## src/rtl/sser_pkg.sv

```systemverilog
package sser_pkg;
   // ------------------------------------------------------------
   // register map (byte addresses)
   // ------------------------------------------------------------
   localparam int ADDR_W = 12;
   localparam logic [11:0] OFS_STATUS = 12'h000;
   localparam logic [11:0] OFS_ENABLE = 12'h004;
   localparam logic [11:0] OFS_CTRL = 12'h008;
   localparam logic [11:0] OFS_WD_DATA = 12'h00c;
   localparam logic [11:0] OFS_PM_PORT = 12'h010;

   // ------------------------------------------------------------
   // event sources: bit index in status and enable
   // ------------------------------------------------------------
   localparam int NSRC = 21;
   localparam int SRC_EXT_WAKE = 0;
   localparam int SRC_INT_WAKE = 1;
   localparam int SRC_PCIE_WAKE = 2;
   localparam int SRC_HOT_PLUG = 3;
   localparam int SRC_BTN_PRESS = 4;
   localparam int SRC_BTN_OVR = 5;
   localparam int SRC_TMR_WRAP = 6;
   localparam int SRC_CPU_SCI = 7;
   localparam int SRC_WD_SCI = 8;
   localparam int SRC_WD_SMI = 9;
   localparam int SRC_CENTURY = 10;
   localparam int SRC_WD_TMO = 11;
   localparam int SRC_OS_DATA = 12;
   localparam int SRC_NMI = 13;
   localparam int SRC_INTRUDE = 14;
   localparam int SRC_FW_WRITE = 15;
   localparam int SRC_GLOBAL = 16;
   localparam int SRC_FW_STS = 17;
   localparam int SRC_PM_PORT = 18;
   localparam int SRC_SER_IRQ = 19;
   localparam int SRC_DEV_TRAP = 20;

   // capability masks: SCI only, SMI only, either, no enable needed
   localparam logic [20:0] MASK_SCI_ONLY = 21'h0101ac;
   localparam logic [20:0] MASK_SMI_ONLY = 21'h1efe00;
   localparam logic [20:0] MASK_DUAL = 21'h000053;
   localparam logic [20:0] MASK_FIXED_EN = 21'h081ca0;
   localparam logic [20:0] MASK_GLOBAL = 21'h010000;
   localparam logic [20:0] MASK_PCIE = 21'h00000c;

   // ------------------------------------------------------------
   // control register fields and reset values
   // ------------------------------------------------------------
   localparam int CTL_ACPI_INT_GLOBAL_ENABLE = 0;
   localparam int CTL_SMI_DONE = 1;
   localparam int CTL_APIC = 2;
   localparam int CTL_IRQ_LSB = 4;
   localparam int CTL_SHARED = 7;
   localparam int CTL_INTR_LSB = 8;
   localparam int CTL_LOCK = 10;
   localparam int CTL_WPD = 11;
   localparam int CTL_FW_REL = 12;
   localparam int CTL_GBL_REL = 13;
   localparam logic [1:0] INTR_SEL_SMI = 2'h2;
   localparam logic [2:0] IRQ_SEL_MAX_LEGACY = 3'h2;
   localparam logic [4:0] IRQ_BASE_LEGACY = 5'h09;
   localparam logic [4:0] IRQ_BASE_APIC = 5'h11;
   localparam logic RST_SMI_DONE = 1'b1;

   // ------------------------------------------------------------
   // timing: pm timer wrap period
   // ------------------------------------------------------------
   localparam longint CLK_MHZ = 250;
   localparam longint TMR_WRAP_US = 2340000;
   localparam longint TMR_WRAP_CYC = TMR_WRAP_US * CLK_MHZ;

   typedef enum logic {VW_IDLE = 1'b0, VW_SEND = 1'b1} sser_vw_t;
endpackage : sser_pkg

```

## src/rtl/sser_top.sv

```systemverilog
`timescale 1ns/10ps
module sser_top import sser_pkg::*; #(
   parameter int unsigned TMR_WRAP = 32'(TMR_WRAP_CYC)
) (
   input wire logic clk,
   input wire logic rst_n,
   input wire logic psel,
   input wire logic penable,
   input wire logic pwrite,
   input wire logic [ADDR_W-1:0] paddr,
   input wire logic [31:0] pwdata,
   output logic [31:0] prdata,
   output logic pready,
   output logic pslverr,
   input wire logic extWakeIn,
   input wire logic intWakeIn,
   input wire logic pcieWakeMsgIn,
   input wire logic hotPlugMsgIn,
   input wire logic buttonPressIn,
   input wire logic buttonOverrideIn,
   input wire logic processorSciIn,
   input wire logic wdSciEventIn,
   input wire logic wdSmiEventIn,
   input wire logic centuryRollIn,
   input wire logic wdTimeoutIn,
   input wire logic nmiIn,
   input wire logic chassisIntrusionIn,
   input wire logic fwWriteAttemptIn,
   input wire logic serialIrqSmiIn,
   input wire logic devTrapMatchIn,
   output logic smiMsgValid,
   input wire logic smiMsgReady,
   output logic sciOut,
   output logic [4:0] sciIrqNum
);

   // ------------------------------------------------------------
   // state
   // ------------------------------------------------------------
   typedef struct packed {
      logic [NSRC-1:0] sts;
      logic [NSRC-1:0] en;
      logic sciEn;
      logic smiDone;
      logic apic;
      logic [2:0] irqSel;
      logic shared;
      logic [1:0] intrSel;
      logic lock;
      logic fw_write_protect_disable;
      logic [7:0] wdData;
      logic [7:0] pmPort;
      logic intrPrev;
      sser_vw_t vw;
      logic sciLvl;
      logic [4:0] irqNum;
      logic [31:0] tmr;
      logic [31:0] rdata;
   } sser_state_t;

   sser_state_t r;
   sser_state_t n;
   logic acc;
   logic wr;
   logic hit;
   logic [NSRC-1:0] ev;
   logic [NSRC-1:0] clr;
   logic [NSRC-1:0] effEn;
   logic sciAct;
   logic smiAct;
   logic tmrWrap;
   logic smiDoneSet;
   logic wpdNew;

   // ------------------------------------------------------------
   // bus decode: zero wait state, error on unmapped address
   // ------------------------------------------------------------
   assign acc = psel && penable;
   assign wr = acc && pwrite;
   assign hit = (paddr == OFS_STATUS) || (paddr == OFS_ENABLE) || (paddr == OFS_CTRL)
      || (paddr == OFS_WD_DATA) || (paddr == OFS_PM_PORT);
   assign pready = 1'b1;
   assign pslverr = acc && !hit;
   assign prdata = r.rdata;
   assign smiMsgValid = (r.vw == VW_SEND);
   assign sciOut = r.sciLvl;
   assign sciIrqNum = r.irqNum;

   // sources without an enable bit behave as permanently enabled
   assign effEn = r.en | MASK_FIXED_EN;
   assign tmrWrap = (r.tmr == TMR_WRAP - 1);
   assign smiDoneSet = wr && (paddr == OFS_CTRL) && pwdata[CTL_SMI_DONE];
   assign wpdNew = pwdata[CTL_WPD];

   // ------------------------------------------------------------
   // interrupt aggregation
   // ------------------------------------------------------------
   // global status reaches sci even with the global enable clear
   assign sciAct = r.sciEn
      ? |(r.sts & effEn & (MASK_SCI_ONLY | MASK_DUAL))
      : |(r.sts & effEn & MASK_GLOBAL);
   // dual sources go to smi only while the global enable is clear
   assign smiAct = |(r.sts & effEn & MASK_SMI_ONLY)
      || (!r.sciEn && |(r.sts & effEn & MASK_DUAL));

   // ------------------------------------------------------------
   // event vector
   // ------------------------------------------------------------
   always_comb begin
      ev = '0;
      ev[SRC_EXT_WAKE] = extWakeIn;
      ev[SRC_INT_WAKE] = intWakeIn;
      ev[SRC_PCIE_WAKE] = pcieWakeMsgIn;
      ev[SRC_HOT_PLUG] = hotPlugMsgIn;
      ev[SRC_BTN_PRESS] = buttonPressIn;
      ev[SRC_BTN_OVR] = buttonOverrideIn;
      ev[SRC_TMR_WRAP] = tmrWrap;
      ev[SRC_CPU_SCI] = processorSciIn;
      ev[SRC_WD_SCI] = wdSciEventIn;
      // a redirected nmi reports in both watchdog and nmi status
      ev[SRC_NMI] = nmiIn && r.en[SRC_NMI];
      ev[SRC_WD_SMI] = wdSmiEventIn || ev[SRC_NMI];
      ev[SRC_CENTURY] = centuryRollIn;
      ev[SRC_WD_TMO] = wdTimeoutIn;
      ev[SRC_OS_DATA] = wr && (paddr == OFS_WD_DATA);
      ev[SRC_INTRUDE] = chassisIntrusionIn && !r.intrPrev
         && (r.intrSel == INTR_SEL_SMI);
      // disable bit rising under lock, or a write while protected
      ev[SRC_FW_WRITE] = (wr && (paddr == OFS_CTRL) && wpdNew && !r.fw_write_protect_disable && r.lock)
         || (fwWriteAttemptIn && !r.fw_write_protect_disable);
      ev[SRC_GLOBAL] = wr && (paddr == OFS_CTRL) && pwdata[CTL_FW_REL];
      ev[SRC_FW_STS] = wr && (paddr == OFS_CTRL) && pwdata[CTL_GBL_REL];
      ev[SRC_PM_PORT] = wr && (paddr == OFS_PM_PORT);
      ev[SRC_SER_IRQ] = serialIrqSmiIn;
      ev[SRC_DEV_TRAP] = devTrapMatchIn;
   end

   // ------------------------------------------------------------
   // next state
   // ------------------------------------------------------------
   always_comb begin
      n = r;
      clr = '0;
      // register writes
      if (wr) begin
         case (paddr)
            OFS_STATUS: clr = pwdata[NSRC-1:0];
            OFS_ENABLE: n.en = pwdata[NSRC-1:0];
            OFS_CTRL: begin
               n.sciEn = pwdata[CTL_ACPI_INT_GLOBAL_ENABLE];
               n.apic = pwdata[CTL_APIC];
               n.irqSel = pwdata[CTL_IRQ_LSB +: 3];
               n.shared = pwdata[CTL_SHARED];
               n.intrSel = pwdata[CTL_INTR_LSB +: 2];
               n.lock = pwdata[CTL_LOCK];
               n.fw_write_protect_disable = wpdNew;
            end
            OFS_WD_DATA: n.wdData = pwdata[7:0];
            OFS_PM_PORT: n.pmPort = pwdata[7:0];
            default: n.en = r.en;
         endcase
      end
      // a new event beats a same-cycle clear
      n.sts = (r.sts & ~clr) | ev;
      n.intrPrev = chassisIntrusionIn;
      n.tmr = tmrWrap ? 32'h0 : r.tmr + 32'h1;
      // smi message sequencer; software set is seen before the hardware clear
      n.smiDone = r.smiDone || smiDoneSet;
      case (r.vw)
         VW_IDLE: begin
            if (n.smiDone && smiAct) begin
               n.smiDone = 1'b0;
               n.vw = VW_SEND;
            end
         end
         VW_SEND: begin
            if (smiMsgReady) begin
               n.vw = VW_IDLE;
            end
         end
         default: n.vw = VW_IDLE;
      endcase
      // shared pci lines are active low, private lines active high
      n.sciLvl = sciAct ^ r.shared;
      // legacy mode sends any choice above line 11 back to line 9
      if (!r.apic && (r.irqSel > IRQ_SEL_MAX_LEGACY)) begin
         n.irqNum = IRQ_BASE_LEGACY;
      end else if (r.irqSel > IRQ_SEL_MAX_LEGACY) begin
         n.irqNum = IRQ_BASE_APIC + {2'h0, r.irqSel};
      end else begin
         n.irqNum = IRQ_BASE_LEGACY + {2'h0, r.irqSel};
      end
      // read data captured in the setup phase
      if (psel && !penable && !pwrite) begin
         case (paddr)
            OFS_STATUS: n.rdata = {11'h0, r.sts};
            OFS_ENABLE: n.rdata = {11'h0, r.en};
            OFS_CTRL: n.rdata = {20'h0, r.fw_write_protect_disable, r.lock, r.intrSel, r.shared, r.irqSel,
               1'b0, r.apic, r.smiDone, r.sciEn};
            OFS_WD_DATA: n.rdata = {24'h0, r.wdData};
            OFS_PM_PORT: n.rdata = {24'h0, r.pmPort};
            default: n.rdata = 32'h0;
         endcase
      end
   end

   // ------------------------------------------------------------
   // state register
   // ------------------------------------------------------------
   always_ff @(posedge clk or negedge rst_n) begin
      if (!rst_n) begin
         r <= '0;
         r.smiDone <= RST_SMI_DONE;
         r.vw <= VW_IDLE;
      end else begin
         r <= n;
      end
   end
endmodule : sser_top

```

## config.mk

```make
export PLATFORM = sky130hd
export DESIGN_NAME = sser_top
export DESIGN_NICKNAME = d
export VERILOG_FILES = /design/src/rtl/sser_pkg.sv /design/src/rtl/sser_top.sv
export SDC_FILE = /design/constraint.sdc
export NUM_CORES = 1
export LEC_CHECK = 0
export BUFFER_PORTS_ARGS = -buffer_cell sky130_fd_sc_hd__buf_2
export CAP_MARGIN = 20
export CORE_UTILIZATION = 60
export DETAILED_ROUTE_END_ITERATION = 10
export GPL_ROUTABILITY_DRIVEN = 0
export PLACE_DENSITY = 0.87
export SETUP_SLACK_MARGIN = 0.15
export SLEW_MARGIN = 40
export SYNTH_ARGS = -nofsm -noshare
export SYNTH_HDL_FRONTEND = slang
export SYNTH_SLANG_ARGS = --single-unit
export TNS_END_PERCENT = 20
```

## constraint.sdc

```tcl
create_clock -name clk -period 3.1 [get_ports clk]
set_input_delay 0 -clock clk [delete_from_list [all_inputs] [get_ports clk]]
set_output_delay 0 -clock clk [all_outputs]
set_load 0.005 [all_outputs]
```

==> impl_results.md, run 1 <==
- Unrepaired setup endpoints after global routing: no
- Synth unique cells: 55
- # clock sinks: 130
- Post-Syn Area per Cell: 11.1 sq um
- Number of synthesized register bits: 130
- Worst EP arrival: 2.69 ns
- Gr usage total: 36.3%
- Power share of the sequential group: 42.1%
- Ports: 107
- Worst-Skew Late Latency: 0.53 ns
- Vias: 5630
- First-pass GRT wire length: 30100 um
- Power Internal: 3.12 mW
- Clock Skews: 0.00796 ns
- Sw frac: 23.4%
- Setup CP Type: in2reg
- Htree depth: 4
- Clock transition at path regs: 0.06 ns
- Area grow syn2layout: 24.3%
- Worst path cell trace: buf_2, or4_1, nor4_4, buf_4, buf_4, nand4_1, a221o_1, dlygate4sd3_1
- CTS root buffer: clkbuf_8
- Area of the mapped netlist: 6330 sq um
- Synth warnings: 0
- Status: completed
- Layout cell share with drive strength beyond 1: 28.0%
- Max Fclk: 440 MHz
- Largest net degree at the start of global routing: 82
- Setup ws final: 0.827 ns
- Clk pwr share: 52.4%
- Worst Setup End Kind: flip-flop
- TNS Setup: 0 ns
- Critical-path top delay cell: or4_1
- Wirelength per Cell: 22.8 um
- Drt drc: 0
- Number of enable flip-flop cells after synthesis: 0
- M2 GR Usage: 60.7%
- Commonest non-fill, non-tap cells in the layout: dfrtp_1 (129), buf_2 (82), dlygate4sd3_1 (55)
- Final min period: 2.27 ns
- Longest Clk Path Bufs: 2
- Max-Cap Viols: 0
- CTS Buf Count: 17
- Combinational power share: 5.5%
- Normalized max-slew margin: 44.8%
- Peak supply drop: 0.386 mV
- Worst slack, placed: 0.617 ns
- Hold crit path type: in2reg
- Final #Nets: 754
- Worst-path maximum fanout: 18
- Final WL: 19000 um
- Largest delay share family, worst path: buffers and inverters
- Peak per-stage delay on the critical path: 0.68 ns
- Commonest non-fill, non-tap cell in the layout: dfrtp_1
- Hold Vio Cnt, Final: 0
- Grt met1 use: 43.0%
- GR Util met3: 9.42%
- Num rows: 37
- Vias per cell: 6.75
- Pleak: 3.59 nW
- Die area: 11000 sq um
- IO Port Bufs: 83
- Most frequent CP cell: buf_4
- Grt peak-use layer: met2
- First-pass DRT Iterations: 9
- Buf/Inv on CP: 4
- Ys async rst share: 100%
- Iteration-0 DRC Markers: 523
- # setup viols final: 0
- Fin crit share: 73.3%
- Crit path required time: 3.51 ns
- Die height: 105 um
- Final HPWL from detailed placement: 9920 um
- Gate count of the mapped netlist: 570
- Vias in the first global route: 5628
- GRT overflow: 0
- Initial antenna violation count: 1
- Core ar.: 10300 sq um
- Floorplan die width: 105 um
- Least-Margin Pin Slew: 0.820 ns
- CP Launch Type: primary input
- Antenna violation net count after detailed routing: 0
- Final Hold Slack: 0.0732 ns
- Starting Density: 61.6%
- Slew Limit Fails: 0
- Most used DFF post-synth: dfrtp_1
- TritonCTS clock tree: done
- Final Power: 4.07 mW
- Pwr Density: 517 nW/um^2
- Sequential area share after synthesis: 51.4%
- NetSw: 0.952 mW
[layer usage]
layer / wire (um) / part of all wire, %
met1: 6700 / 35
met5: 0 / 0
met2: 9300 / 49
met4: 1100 / 5.8
met3: 1930 / 10
[logic make-up after synthesis]
group | Yosys count | synth area share, %
multiplexers | 64 | 11.7
flip-flops | 130 | 51.4
AO/OA/AOI/OAI | 95 | 10.0
adder cells (fa/ha/maj) | 4 | 0.791
buffers and inverters | 74 | 6.80
other | 2 | 0.119
XOR/XNOR | 23 | 3.18
AND/OR/NAND/NOR | 178 | 16.0
[final cells by class]
| type | instances | area [sq um] |
|---|---|---|
| Clock buffer | 17 | 414 |
| Fill cell | 572 | 2410 |
| Tap cell | 136 | 170 |
| Clock inverter | 15 | 205 |
| Multi-Input combinational cell | 376 | 2700 |
| Inverter | 8 | 30.0 |
| Sequential cell | 130 | 3250 |
| Timing Repair Buffer | 151 | 1090 |
| Antenna cell | 1 | 2.50 |
[cells in the mapped netlist, drive strengths merged, types with 12 or more instances]
master    n  area share (%)
buf      44             5.0
xnor2    17             2.4
nand2    33             2.0
nand4    34             3.5
o21ai    25             2.0
nor2     25             1.5
nand3    27             2.1
a21oi    16             1.3
nor4     12             1.4
mux2     48             8.5
clkbuf   22             1.3
mux2i    13             2.1
a21o     14             1.7
dfrtp   129              51
[worst paths after layout]
| kind | startpoint | to | slack (ns) | cells past startpoint |
|---|---|---|---|---|
| max | paddr[9] | r[129] | 0.83 | 8 |
| max reg2reg | r[134] | smiMsgValid | 0.91 | 5 |
| min in group asynchronous | rst_n | prdata[0] | 0.09 | 2 |
| min reg2reg | r[32] | r[32] | 0.48 | 1 |
| max in group asynchronous | rst_n | r[97] | 2.22 | 3 |
| min | paddr[4] | prdata[3] | 0.07 | 4 |
[stage by stage]
stage	util (%)	instance area [sq um]	cells
finish	76.5	7870	834
global route	76.5	7870	834
CTS	76.5	7860	833
detailed placement	65.1	6690	746
global placement	65.0	6680	746
floorplan	-	6360	580
[power groups by stage]
stage                     Sequential [mW]  Combinational (mW)  Clock, mW
after floorplan                      1.74              0.0835          0
after global placement               1.74               0.163          0
after detailed placement             1.74               0.169          0
after CTS                            1.71               0.211       2.11
after global routing                 1.71               0.237       2.21
final                                1.71               0.222       2.13
[registers in the layout, indices dropped and copies added (netlist names)]
name         flops
effEn           15
sciIrqNum        5
smiMsgValid      1
prdata          21
r               87
sciOut           1
[tightest hold or removal path, delay by kind of cell]
kind,cells,cell delay [ns]
AOI/OAI and AO/OA,2,0.21
buffers and inverters,2,0.35
[timing repair]
action	in CTS	in global routing
gates resized for setup	0	0
hold endpoints to repair	150	0
hold buffers	55	0
setup buffers	0	0
(Power assumes the default switching activity.)
==> inputs of run 2 (changes only) <==
--- a/config.mk
+++ b/config.mk
@@ -7,10 +7,10 @@
 export LEC_CHECK = 0
 export BUFFER_PORTS_ARGS = -buffer_cell sky130_fd_sc_hd__buf_2
 export CAP_MARGIN = 20
-export CORE_UTILIZATION = 60
+export CORE_UTILIZATION = 56
 export DETAILED_ROUTE_END_ITERATION = 10
 export GPL_ROUTABILITY_DRIVEN = 0
-export PLACE_DENSITY = 0.87
+export PLACE_DENSITY = 0.83
 export SETUP_SLACK_MARGIN = 0.15
 export SLEW_MARGIN = 40
 export SYNTH_ARGS = -nofsm -noshare
==> constraint.sdc (replaced) <==
create_clock -name clk -period 2.3 [get_ports clk]
set_input_delay 0 -clock clk [delete_from_list [all_inputs] [get_ports clk]]
set_output_delay 0 -clock clk [all_outputs]
set_load 0.005 [all_outputs]
==> run 2 against run 1 <==
Compared with the run above: global-route usage down 5.5 points; utilization down 4.1 points; non-clock buffer count rose by 6; die area is 7.0% higher; first-iteration DRC count fell by 18%; sequential power rose by 35%; clock power up 35%; critical path depth is 1 lower; via count down 5.8%; critical path type unchanged; critical endpoint unchanged.
==> impl_results.md, run 2 (synthesis gave the netlist of run 1 again) <==
- Status: completed
- # clock sinks: 130
- Area grow syn2layout: 25.3%
- Fin crit share: 90.6%
- First-pass DRT Iterations: 5
- Antenna diode count: 0
- Peak per-stage delay on the critical path: 0.67 ns
- TritonCTS clock tree: done
- Normalized max-slew margin: 58.4%
- Peak supply drop: 0.490 mV
- Largest Register: r
- Clock Skews: 0.0131 ns
- Max-Cap Viols: 0
- Antenna violation net count after detailed routing: 0
- Vias per cell: 6.29
- Max Fclk: 480 MHz
- Least-Margin Pin Slew: 0.619 ns
- Vias in the first global route: 5350
- Max reg flops: 87
- Worst EP arrival: 2.37 ns
- Wirelength per Cell: 20.4 um
- Critical-path top delay cell: or4_1
- Worst slack, placed: 0.115 ns
- Largest net degree at the start of global routing: 68
- Final Power: 5.47 mW
- Final Hold Slack: 0.0753 ns
- Worst-Skew Late Latency: 0.42 ns
- Iteration-0 DRC Markers: 430
- IO Port Bufs: 83
- Unrepaired setup endpoints after global routing: yes
- Stages on worst setup path: 7
- Crit path required time: 2.59 ns
- Clock transition at path regs: 0.06 ns
- Setup ws final: 0.217 ns
- CTS root buffer: clkbuf_16
- Final WL: 17200 um
- Starting Density: 57.9%
- Die area: 11700 sq um
- Ports: 107
- Floorplan die width: 108 um
- Initial antenna violation count: 0
- Largest delay share family, worst path: simple AND/OR/NAND/NOR gates
- Final #Nets: 760
- CTS Buf Count: 17
- Commonest non-fill, non-tap cell in the layout: dfrtp_1
- Longest Clk Path Bufs: 2
- Cells after DPL: 758
- Layout cell share with drive strength beyond 1: 28.7%
- Hold crit path type: in2async
- CP Launch Type: primary input
- Slew Limit Fails: 0
- Vias: 5302
- Worst path cell trace: buf_2, or4_1, nor4_4, buf_12, nand4_1, a221o_1, dlygate4sd3_1
- Commonest non-fill, non-tap cells in the layout: dfrtp_1 (129), buf_2 (82), dlygate4sd3_1 (53)
- Core ar.: 10900 sq um
- First-pass GRT wire length: 27000 um
- Gr usage total: 30.8%
- TNS Setup: 0 ns
- Worst reg2reg path depth: 4
- Non-filler cells, final: 843
- Setup CP Type: in2reg
- Worst Setup End Kind: flip-flop
- Final HPWL from detailed placement: 10000 um
- GRT overflow: 0
- Die height: 108 um
- Htree depth: 4
- Num rows: 38
- Post-CTS Repair Setup Buffers: 0
- Buf/Inv on CP: 3
- Worst-path maximum fanout: 24
- # setup viols final: 0
- Pwr Density: 690 nW/um^2
- Hold Vio Cnt, Final: 0
- Drt drc: 0
- Final min period: 2.08 ns
- Pleak: 3.62 nW
==> run 2: final timing paths <==
check                           slack [ns]         end        from
worst min-delay path                  0.08   prdata[7]       rst_n
min in group clk                      0.18   prdata[4]        psel
worst max register to register        0.28       r[49]       r[42]
worst max-delay path                  0.22      r[129]    paddr[9]
max in group asynchronous             1.44      r[129]       rst_n
worst min register to register        0.47  prdata[17]  prdata[17]
==> run 2: what timing repair did <==
action | in CTS | in global routing
endpoints found under the setup margin | 0 | 2
hold endpoints to repair | 169 | 0
gates resized for setup | 0 | 1
hold buffers | 53 | 0
==> run 2: final cells by class <==
| type | instances | area (sq um) |
|---|---|---|
| Clock buffer | 19 | 443 |
| Clock inverter | 13 | 185 |
| Fill cell | 669 | 3010 |
| Inverter | 8 | 30.0 |
| Multi-Input combinational cell | 376 | 2690 |
| Sequential cell | 130 | 3250 |
| Tap cell | 140 | 175 |
| Timing Repair Buffer | 157 | 1140 |
==> run 2: metal layers <==
metal	up-vias	global-route usage, %	wire length, um
met5	-	0	0
li1	2301	-	-
met3	76	7.59	1430
met1	2599	36.7	6490
met2	326	51.0	8550
met4	0	17.6	768
==> run 2: power breakdown <==
part / total [mW] / switching [mW] / internal [mW] / leakage, nW
Clock: 2.87 / 1.03 / 1.84 / 0.303
Combinational: 0.292 / 0.169 / 0.123 / 1.61
Sequential: 2.31 / 0.00694 / 2.30 / 1.70
Total: 5.47 / 1.20 / 4.27 / 3.62
==> run 2: metrics by stage <==
stage | util [%] | cell area (sq um)
after floorplan | - | 6360
after global placement | 61.8 | 6760
after detailed placement | 61.8 | 6760
after CTS | 72.4 | 7920
after global routing | 72.5 | 7930
final | 72.5 | 7930
==> run 2: worst register-to-register path, stage by stage, from the launching register on <==
cell and delay (ns):
dfrtp_1 0.47, nand4_1 0.19, or4_1 0.72, or3_1 0.37, a21oi_1 0.18
